## src/pts_consts.svh

```systemverilog
// Register offsets, field positions, reset values and scaler codes of the period timer.
// Assumes inclusion by bare name from files that use them.
`ifndef PTS_CONSTS_SVH
`define PTS_CONSTS_SVH

`define PTS_ADDR_W 8
`define PTS_OFF_COUNT 8'h11
`define PTS_OFF_CONTROL 8'h12
`define PTS_OFF_PERIOD 8'h13
`define PTS_OFF_FLAGS 8'h0C
`define PTS_OFF_ENABLE 8'h8C

`define PTS_RST_COUNT 8'h00
`define PTS_RST_PERIOD 8'hFF
`define PTS_RST_CONTROL 7'h00
`define PTS_RST_ZERO8 8'h00

`define PTS_BIT_MATCH 1
`define PTS_BIT_ON 2
`define PTS_CKPS_LO 0
`define PTS_CKPS_HI 1
`define PTS_POST_LO 3
`define PTS_POST_HI 6
`define PTS_CONTROL_W 7

`define PTS_PRE_DIV1 2'b00
`define PTS_PRE_DIV4 2'b01
`define PTS_PRE_LAST4 4'h3
`define PTS_PRE_LAST16 4'hF
`define PTS_QUARTER_LAST 2'b11
`define PTS_ONE4 4'h1
`define PTS_ONE2 2'b01
`define PTS_ONE8 8'h01

`endif

```

## src/pts_timer.sv

```systemverilog
// Period timer with prescaler, period match and postscaler, behind a plain register port.
// Assumes a single clock, synchronous software strobes, and any device reset on i_sys_rst.
//
// Added by the designer: strobed register access.
`timescale 1ns/100ps
`default_nettype none
`include "pts_consts.svh"

package pts_pkg;
   typedef struct packed {
      logic [1:0] quarter;
      logic [7:0] count;
      logic [7:0] period;
      logic [6:0] control;
      logic [3:0] post;
      logic flag;
      logic enable;
      logic [7:0] rdata;
      logic match;
   } pts_state_s;
endpackage : pts_pkg

// Overview of operation
// - Eight-bit up-counter fed by a prescaler; postscaler follows its match output.
// - Count register is read/write by software and cleared by every reset.
// - Input is the clock divided by four, prescaled 1:1, 1:4 or 1:16.
// - Count rises from zero to the period, then wraps to zero as a match.
// - Period register is read/write by software and resets to all ones.
// - Four-bit postscaler counts matches and sets the match flag at terminal count.
// - Timer-on bit low stops the counter; high lets it run.
// - Count write, control write or reset clears prescaler and postscaler.
// - Control write leaves the counter value untouched.
// - Match pulse before the postscaler is an output for the serial port.
// - Enable register bit one lets the match flag raise the interrupt.
module pts_timer (
   input wire logic i_ref_clk,
   input wire logic i_sys_rst,
   input wire logic i_ce,
   input wire logic [`PTS_ADDR_W-1:0] i_addr,
   input wire logic [7:0] i_wdata,
   input wire logic i_wr,
   input wire logic i_rd,
   output logic [7:0] o_rdata,
   output logic o_match,
   output logic o_irq
);
   pts_pkg::pts_state_s st;
   pts_pkg::pts_state_s next_st;
   logic wr_count;
   logic wr_control;
   logic wr_period;
   logic wr_flags;
   logic wr_enable;
   logic scaler_clear;
   logic quarter_tick;
   logic count_tick;
   logic step;
   logic hit;
   logic post_done;

   // Register decode
   assign wr_count = i_wr && (i_addr == `PTS_OFF_COUNT);
   assign wr_control = i_wr && (i_addr == `PTS_OFF_CONTROL);
   assign wr_period = i_wr && (i_addr == `PTS_OFF_PERIOD);
   assign wr_flags = i_wr && (i_addr == `PTS_OFF_FLAGS);
   assign wr_enable = i_wr && (i_addr == `PTS_OFF_ENABLE);
   assign scaler_clear = wr_count || wr_control;

   // Clock divided by four, gated by the timer-on bit
   assign quarter_tick = st.control[`PTS_BIT_ON] && (st.quarter == `PTS_QUARTER_LAST);

   pts_scaler u_pre (
      .i_ref_clk(i_ref_clk),
      .i_sys_rst(i_sys_rst),
      .i_ce(i_ce),
      .i_clear(scaler_clear),
      .i_tick(quarter_tick),
      .i_select(st.control[`PTS_CKPS_HI:`PTS_CKPS_LO]),
      .o_tick(count_tick)
   );

   // Count step, held off by a count or control write
   assign step = count_tick && !scaler_clear;
   // Match and postscaler terminal
   assign hit = step && (st.count == st.period);
   assign post_done = hit && (st.post == st.control[`PTS_POST_HI:`PTS_POST_LO]);

   // Next-state logic
   always_comb begin
      next_st = st;
      next_st.match = hit;
      if (st.control[`PTS_BIT_ON]) begin
         next_st.quarter = st.quarter + `PTS_ONE2;
      end
      // Counter
      if (wr_count) begin
         next_st.count = i_wdata;
      end else if (hit) begin
         next_st.count = `PTS_RST_COUNT;
      end else if (step) begin
         next_st.count = st.count + `PTS_ONE8;
      end
      // Postscaler
      if (scaler_clear) begin
         next_st.post = 4'h0;
      end else if (post_done) begin
         next_st.post = 4'h0;
      end else if (hit) begin
         next_st.post = st.post + `PTS_ONE4;
      end
      // Control writes leave count alone
      if (wr_control) begin
         next_st.control = i_wdata[`PTS_CONTROL_W-1:0];
      end
      if (wr_period) begin
         next_st.period = i_wdata;
      end
      if (wr_enable) begin
         next_st.enable = i_wdata[`PTS_BIT_MATCH];
      end
      // Flag: write one clears, a new event wins
      if (wr_flags && i_wdata[`PTS_BIT_MATCH]) begin
         next_st.flag = 1'b0;
      end
      if (post_done) begin
         next_st.flag = 1'b1;
      end
      // Read data, valid the cycle after the strobe
      next_st.rdata = `PTS_RST_ZERO8;
      if (i_rd) begin
         unique case (i_addr)
            `PTS_OFF_COUNT: next_st.rdata = st.count;
            `PTS_OFF_CONTROL: next_st.rdata = {1'b0, st.control};
            `PTS_OFF_PERIOD: next_st.rdata = st.period;
            `PTS_OFF_FLAGS: next_st.rdata = {6'h00, st.flag, 1'b0};
            `PTS_OFF_ENABLE: next_st.rdata = {6'h00, st.enable, 1'b0};
            default: next_st.rdata = `PTS_RST_ZERO8;
         endcase
      end
   end

   // State register, frozen while the clock enable is low
   always_ff @(posedge i_ref_clk or posedge i_sys_rst) begin
      if (i_sys_rst) begin
         st.quarter <= 2'b00;
         st.count <= `PTS_RST_COUNT;
         st.period <= `PTS_RST_PERIOD;
         st.control <= `PTS_RST_CONTROL;
         st.post <= 4'h0;
         st.flag <= 1'b0;
         st.enable <= 1'b0;
         st.rdata <= `PTS_RST_ZERO8;
         st.match <= 1'b0;
      end else if (i_ce) begin
         st <= next_st;
      end
   end

   // Outputs
   assign o_rdata = st.rdata;
   assign o_match = st.match;
   assign o_irq = st.flag && st.enable;

   // Assertions
   a_wrap_zero: assert property (@(posedge i_ref_clk) disable iff (i_sys_rst)
      (i_ce && hit) |=> (st.count == `PTS_RST_COUNT) && st.match) else $error("no wrap on match");
   a_stop_hold: assert property (@(posedge i_ref_clk) disable iff (i_sys_rst)
      (i_ce && !st.control[`PTS_BIT_ON] && !wr_count) |=> $stable(st.count)) else $error("count moved while off");
   a_ctl_keep: assert property (@(posedge i_ref_clk) disable iff (i_sys_rst)
      (i_ce && wr_control) |=> (st.count == $past(st.count)) && (st.post == 4'h0)) else $error("control write hit count");
   a_cnt_write: assert property (@(posedge i_ref_clk) disable iff (i_sys_rst)
      (i_ce && wr_count) |=> (st.count == $past(i_wdata)) && (st.post == 4'h0)) else $error("count write lost");
   a_per_write: assert property (@(posedge i_ref_clk) disable iff (i_sys_rst)
      (i_ce && wr_period) |=> st.period == $past(i_wdata)) else $error("period write lost");
   a_flag_set: assert property (@(posedge i_ref_clk) disable iff (i_sys_rst)
      (i_ce && post_done) |=> st.flag) else $error("flag not set at terminal");
   a_irq_gate: assert property (@(posedge i_ref_clk) disable iff (i_sys_rst)
      (i_ce && wr_enable && !i_wdata[`PTS_BIT_MATCH]) |=> !o_irq) else $error("irq not gated by enable");
   a_step_one: assert property (@(posedge i_ref_clk) disable iff (i_sys_rst)
      (i_ce && count_tick && !hit && !scaler_clear) |=> st.count == $past(st.count) + `PTS_ONE8) else $error("bad step");
   a_quarter: assert property (@(posedge i_ref_clk) disable iff (i_sys_rst)
      (i_ce && st.control[`PTS_BIT_ON]) |=> (st.quarter == $past(st.quarter) + `PTS_ONE2))
      else $error("divide by four stalled");
   a_match_out: assert property (@(posedge i_ref_clk) disable iff (i_sys_rst)
      (i_ce && hit) |=> o_match) else $error("match not exported");
endmodule : pts_timer

`default_nettype wire

```

## src/pts_scaler.sv

```systemverilog
// Prescaler for the period timer: turns the instruction-clock tick into a count tick.
// Assumes a single clock domain and ticks that last one cycle.
`timescale 1ns/100ps
`default_nettype none
`include "pts_consts.svh"

module pts_scaler (
   input wire logic i_ref_clk,
   input wire logic i_sys_rst,
   input wire logic i_ce,
   input wire logic i_clear,
   input wire logic i_tick,
   input wire logic [1:0] i_select,
   output logic o_tick
);
   typedef struct packed {
      logic [3:0] cnt;
   } pts_pre_s;

   pts_pre_s st;
   pts_pre_s next_st;
   logic [3:0] last;

   // Ratio 1:1, 1:4 or 1:16 from the select code
   always_comb begin
      next_st = st;
      unique case (i_select)
         `PTS_PRE_DIV1: last = 4'h0;
         `PTS_PRE_DIV4: last = `PTS_PRE_LAST4;
         default: last = `PTS_PRE_LAST16;
      endcase
      o_tick = i_tick && (st.cnt >= last);
      if (i_clear) begin
         next_st.cnt = 4'h0;
      end else if (i_tick) begin
         next_st.cnt = (st.cnt >= last) ? 4'h0 : st.cnt + `PTS_ONE4;
      end
   end

   // State register
   always_ff @(posedge i_ref_clk or posedge i_sys_rst) begin
      if (i_sys_rst) begin
         st <= '0;
      end else if (i_ce) begin
         st <= next_st;
      end
   end

   // Count never passes the ratio now selected
   a_pre_bound: assert property (@(posedge i_ref_clk) disable iff (i_sys_rst)
      st.cnt <= last) else $error("prescale count out of range");
endmodule : pts_scaler

`default_nettype wire

```

## config.mk

```make
export PLATFORM = sky130hd
export DESIGN_NAME = pts_timer
export DESIGN_NICKNAME = d
export VERILOG_FILES = /design/src/pts_timer.sv /design/src/pts_scaler.sv
export VERILOG_INCLUDE_DIRS = /design/src
export SDC_FILE = /design/constraint.sdc
export NUM_CORES = 1
export LEC_CHECK = 0
export BUFFER_PORTS_ARGS = -buffer_cell sky130_fd_sc_hd__buf_2
export CAP_MARGIN = 20
export CORE_MARGIN = 2
export CORE_UTILIZATION = 25
export CTS_BUF_LIST = sky130_fd_sc_hd__clkbuf_4 sky130_fd_sc_hd__clkbuf_8 sky130_fd_sc_hd__clkbuf_16
export DETAILED_ROUTE_END_ITERATION = 8
export GPL_TIMING_DRIVEN = 0
export PLACE_DENSITY = 0.51
export SLEW_MARGIN = 20
export SYNTH_ARGS = -nofsm -noshare
export SYNTH_HDL_FRONTEND = slang
export SYNTH_HIERARCHICAL = 1
export SYNTH_SLANG_ARGS = --single-unit
```

## constraint.sdc

```tcl
create_clock -name i_ref_clk -period 2.58 [get_ports i_ref_clk]
set_input_delay 0.258 -clock i_ref_clk [delete_from_list [all_inputs] [get_ports i_ref_clk]]
set_output_delay 0.258 -clock i_ref_clk [all_outputs]
set_load 0.005 [all_outputs]
```

# --- After elaboration in Yosys (flattened, before gate mapping) ---
# Cells that the tools add are included.
op_classes:
  add_sub_neg: 4
  mul: 0
  div_mod_pow: 0
  order_cmp: 1
  eq_ne: 9
  shift: 0
  muxes: 14
  bitwise_logic: 0
  n_reduce_logical: 27
op_table:
  columns: ["operator", "count"]
  rows:
  - ["8-bit case mux with 5 select lines", 1]
  - ["8-bit 2-to-1 mux", 4]
  - ["8-bit by 5-bit == test with 1-bit output, second input constant", 3]
  - ["4-bit 2-to-1 mux", 6]
  - ["2-bit AND reduction", 8]
  - ["1-bit logical AND", 12]
  - ["4-bit by 1-bit adder with 4-bit output, second input constant", 2]
  - ["8-bit by 1-bit adder with 8-bit output, second input constant", 1]
  - ["8-bit by 4-bit == test with 1-bit output, second input constant", 1]
  - ["8-bit == test", 1]
  - ["8-bit == test, second input constant", 1]
  - ["4-bit case mux with 2 select lines", 1]
  - ["3-bit nonzero test", 2]
  - ["4-bit == test", 1]
  - ["4-bit greater-or-equal comparator", 1]
  - ["2-bit nonzero test", 2]
  - ["2-bit by 1-bit adder with 2-bit output, second input constant", 1]
  - ["2-bit by 1-bit == test with 1-bit output, second input constant", 1]
  - ["2-bit == test, second input constant", 1]
  - ["2-bit logical NOT", 1]
  - ["1-bit 2-to-1 mux", 2]
  - ["1-bit logical NOT", 1]
  - ["1-bit logical OR", 1]
totals:
  regBits: 44
  latch_bits: 0
  ram_bits: 0
  romBits: 0
  inputBits: 21
  wordCells: 65
  n_memories: 0

# --- Logic depth before layout (Yosys ltp) ---
depth:
  ltp_word: 9
  mapped_depth: 10
  ltp_nobuf: 10

# --- By module ---
# The synthesis kept the hierarchy.
modules_own_cells:
  columns: ["module", "instances", "cells_each", "area_per_inst_um2", "seq_area_each_um2"]
  rows:
  - ["pts_timer", 1, 213, 2347.3, 1011.0]
  - ["pts_scaler", 1, 38, 350.3, 100.1]

# --- Worst setup path after synthesis ---
# No wires, ideal clock.
synth_timing:
  path_kind: "reg2reg"
  from: "register st[15] in the netlist's numbering"
  to: "register st[13] in the netlist's numbering"
  setup_time_ps: 66
  arrival_ps: 2395
  t_required_ps: 2514
  slack_ps: 119
  path_stages_with_launch: 11
  path_buffers: 0
  cell_sequence: "dfrtp_1 or2_2 ha_1 nand2b_4 a2111oi_4 nor3b_1 nand2_1 a31oi_2 nand3_1 nor4b_1 a221o_1"
synth_between:
  elab_chain_cells: 9
  elab_cells_between_ends: 12
  classes_between: "1 x order compare; 1 x eq/ne; 3 x mux; 7 x reduce/logical"
synth_rtl:
  columns: ["element", "line_no", "source"]
  rows:
  - ["from (decl)", "pts_timer.sv:47", "pts_pkg::pts_state_s st;"]
  - ["from (signal assigned)", "pts_timer.sv:155", "st <= next_st;"]
  - ["2-bit by 1-bit == test with 1-bit output / 2-bit logical NOT (equally long branches)", "pts_scaler.sv:27", "unique case (i_select)"]
  - ["4-bit case mux with 2 select lines *", "pts_scaler.sv:27", null]
  - ["4-bit greater-or-equal comparator *", "pts_scaler.sv:32", "o_tick = i_tick && (st.cnt >= last);"]
  - ["1-bit logical AND *", "pts_scaler.sv:32", null]
  - ["via count_tick", "pts_timer.sv:56", "logic count_tick;"]
  - ["1-bit logical AND *", "pts_timer.sv:83", "assign step = count_tick && !scaler_clear;"]
  - ["1-bit logical AND *", "pts_timer.sv:85", "assign hit = step && (st.count == st.period);"]
  - ["1-bit logical AND", "pts_timer.sv:86", "assign post_done = hit && (st.post == st.control[`PTS_POST_HI:`PTS_POST_LO]);"]
  - ["3-bit nonzero test (no line) / 4-bit 2-to-1 mux (equally long branches)", null, null]
  - ["2-bit AND reduction (no line) / 4-bit 2-to-1 mux (equally long branches)", null, null]
# The timed path passes the listed nets; every way through them passes the cells marked *.
# A chain may end at the register's enable or synchronous reset.

# --- Worst setup path in the final report ---
layout_timing:
  from: "register st[16] in the netlist's numbering"
  to: "register st[11] in the netlist's numbering"
# Same word-level chain as after synthesis.

==> impl_summary.txt <==
----------------------------------------------------
[Run status]
  Status ... finished clean

[Synth]
  Number of different library cells in the post-synthesis netlist ... 55
  Nets in the synthesized netlist ... 280
  Number of instances in the synthesized netlist ... 251
  FFs w/ async S/R, synth ... 100%
  Cell types with the largest area share after synthesis ... dfrtp_1 (33%), mux2_2 (11%), dfstp_2 (7.8%)
  Total of warnings raised by yosys ... 6
  Synthesized flop and latch total ... 44
  Number of synthesized flops with an enable pin ... 0
  Sequential-to-total area share from yosys stat ... 41.2%
  Fraction of post-synthesis cell area in the top cell type by area ... 33.4%
  Synth Cell Area ... 2700 um^2
  Top cell type by total area after synthesis ... dfrtp_1
  Top FF cell, synth ... dfrtp_1
  Average footprint of a synthesized cell ... 10.7 um^2

[Timing]
  Fraction of the cycle the final worst path needs ... 95.5%
  Worst Max-Slew Pin Slew ... 1.32 ns
  Worst max-slew margin expressed relative to the limit ... 10.9%
  Setup repair after global routing missed its margin ... yes
  Hold violation count in the final report ... 0
  Crit path time final ... 2.46 ns
  Finish-stage setup viols ... 0
  Final worst setup slack ... 0.117 ns
  Pins over their slew limit ... 0
  Worst clock skew on the final layout ... 0.00551 ns
  Achievable frequency ... 0.406 GHz

[CTS]
  Number of buffers created by CTS ... 5
  Clock transition at the register clock pins on the worst setup and hold paths after CTS ... 0.08 ns
  CTS tree ... built
  Master cell of the clock root buffer ... clkbuf_8
  Number of H-tree branching levels ... 2
  Sink count of the clock tree ... 44
  Maximum number of buffers from clock root to sink ... 2
  Clock Latency Late Sink ... 0.30 ns

[Global route]
  Vias in the first global route ... 2130
  GR Overflow Total ... 0
  GR Util All Layers ... 12.0%
  Met2 layer usage reported by global route ... 19.4%
  Met1 GRT Util ... 16.4%
  Initial antenna violation count ... 0
  Global-route wire length before repair ... 10800 um
  Met3 routing resource usage after global routing ... 1.82%
  Pin count of the biggest net entering global routing ... 33
  Layer carrying the most global-route usage ... met2

[Pwr]
  Share of total power in sequential cells ... 50.5%
  Overall power after layout ... 1.43 mW
  Internal ... 1.11 mW
  Portion of total power attributed to combinational logic ... 9.4%
  Net switching share of the total power ... 22.7%
  Clock share of power ... 40.0%
  Power per cell area ... 433 nW/um^2
  Static Leakage ... 1.52 nW
  VDD IR max ... 0.000178 V
  Switch Pwr ... 0.324 mW

[Placement]
  Placed cell count ... 418
  RePlAce Congestion ... 0.815
  Port-buffer cells ... 30
  Post-Place Worst Slack ... -0.309 ns
  HPWL after detailed placement ... 4740 um

[Min path]
  Cell depth of the worst min-delay path ... 2
  Hold-critical path endpoint ... st[21]
  Worst hold-check path type ... in2reg
  Worst hold path startpoint ... i_wdata[6]

[Layout]
  Total of fill cells in the finished design ... 1081
  Reg area ... 1110 um^2
  Area used by multi-input combinational logic ... 1530 um^2
  Diode count ... 0
  Final cell count without fillers ... 433
  Fraction of layout cells with a size suffix above 1 ... 37.7%
  Leading cell type in the layout, fill and taps excluded ... dfrtp_1
  Final Net Count ... 325
  Area growth from synthesis to final layout ... 22.5%
  Leading cell types in the layout, fill and taps excluded ... dfrtp_1 (36), buf_2 (30), mux2_2 (26)

[Floorplan]
  Number of placement rows ... 37
  Width of the chip ... 108 um
  Core Footprint ... 10400 um^2
  Top Ports ... 31
  Area enclosed by the die boundary ... 11600 um^2
  Vertical die dimension ... 108 um
  Initial Utilization ... 25.9%

[Setup path]
  Critical Path Start Type ... flip-flop
  Crit Path Max Fanout ... 7
  Type of the worst setup path ... reg2reg
  Max stage delay cell, worst path ... dfrtp_1
  RR Startpoint ... st[16]
  Reg2reg setup slack ... 0.12 ns
  Critical Path Sink Type ... flip-flop
  Number of cells on the worst reg-to-reg path ... 10
  Capture instance of the worst register-to-register path ... st[11]
  Max incr delay on CP ... 0.40 ns
  WP data required ... 2.82 ns
  Crit path arrival time ... 2.71 ns
  Critical Path, Cell by Cell ... or2_4 -> ha_4 -> nand2b_4 -> a2111oi_4 -> nor3b_2 -> nand2_2 -> a31oi_4 -> nand3_4 -> nor2_2 -> mux2_2

[Route]
  Detailed-router iteration count before antenna repair ... 7
  Via count ... 2051
  Number of nets with antenna violations after detailed routing ... 0
  Detailed-route vias per instance ... 4.74
  Final WL ... 6490 um
  Post-DR wirelength/cell ... 15.0 um
  Residual DRC count ... 0
  Number of DRC markers after the initial detailed-route iteration ... 90

[Job]
  Max-capacitance violation count ... 0

----------------------------------------------------
## registers in the layout (all words and copies together), names as in the netlist
register / flops
o_rdata: 8
u_pre/st: 4
st: 31
o_match: 1
## kinds of logic (layout without fill, tap and decap cells)
group           after synthesis  after routing  share of synthesized area, %
flops                        44             44                          41.2
buf+inv                      29             75                          5.43
simple gates                 77             77                          17.8
compound gates               52             52                          15.9
mux                          27             27                          11.2
fa+ha+maj                     8              8                          3.71
xor+xnor                     14             14                          4.82
## Yosys cell counts (2+ instances only)
library cell / count
and3_1: 5
xor2_1: 12
nand4_1: 4
nand3b_1: 4
o2111ai_1: 4
a31oi_1: 4
a221o_1: 2
or2_2: 2
and2_1: 3
nor3_1: 2
nor4_1: 2
clkbuf_1: 5
o21ai_0: 5
nor2_1: 8
ha_1: 8
o211ai_1: 4
nor4b_1: 2
dfrtp_1: 36
nand3_1: 14
nor4_4: 3
o2bb2ai_1: 8
a21oi_1: 6
buf_4: 8
mux2_2: 26
dfstp_2: 8
nor2b_1: 2
a22oi_1: 7
inv_1: 13
nand2_1: 18
## worst max path at each step
stage                     startpoint     end  slack (ns)  depth (start not counted)
final                         st[16]  st[11]        0.12                         10
after global placement        st[15]  st[13]       -0.29                         10
after detailed placement      st[15]  st[11]       -0.31                         10
after global routing          st[16]  st[11]       -0.05                         10
after floorplan               st[15]  st[13]        0.12                         10
after CTS                     st[15]  st[13]        0.02                         10
## routing by layer
metal | routed length, um | share of wire (%)
met5 | 0 | 0
met4 | 85 | 1.3
met3 | 232 | 3.6
met2 | 2940 | 45
met1 | 3230 | 50
## area by class of cell
| cell class | count | share of cell area, % |
|---|---|---|
| sequential | 44 | 33.6 |
| buffer | 15 | 2.84 |
| clock inverter | 1 | 0.908 |
| timing repair buffer | 38 | 6.81 |
| tap | 136 | 5.15 |
| clock buffer | 7 | 2.91 |
| inverter | 14 | 1.59 |
| multi-input combinational | 178 | 46.2 |
## stage by stage
stage,util (%),setup TNS (ns),cell area [um^2],hold slack [ns]
floorplan,-,0,2700,0.0241
global route,31.7,-0.206,3310,0.222
detailed placement,29.2,-2.57,3040,0.169
finish,31.7,0,3310,0.224
global placement,29.0,-2.41,3020,0.161
CTS,30.9,0,3220,0.217
## critical path: cells and delay by family, from the launching register on
| kind | cells | cell delay [ns] |
|---|---|---|
| and+or+nand+nor | 6 | 1.17 |
| DFF | 1 | 0.40 |
| AOI/OAI and AO/OA | 2 | 0.40 |
| adders and majority gates | 1 | 0.26 |
| muxes | 1 | 0.18 |
## power by group through the flow
stage | clock network (mW) | logic, mW | registers [mW]
floorplan | 0 | 0.0753 | 0.732
finish | 0.573 | 0.135 | 0.723
CTS | 0.595 | 0.132 | 0.723
global route | 0.618 | 0.152 | 0.726
global placement | 0 | 0.123 | 0.736
detailed placement | 0 | 0.129 | 0.736
## what timing repair did
| action | in CTS | in global routing |
|---|---|---|
| pin swaps | 2 | 9 |
| resized for setup | 6 | 9 |
| setup buffers | 2 | 4 |
| hold buffers | 1 | 0 |
| endpoints found under the setup margin | 14 | 14 |
| endpoints found under the hold margin | 11 | 0 |
(Power assumes the default switching activity.)
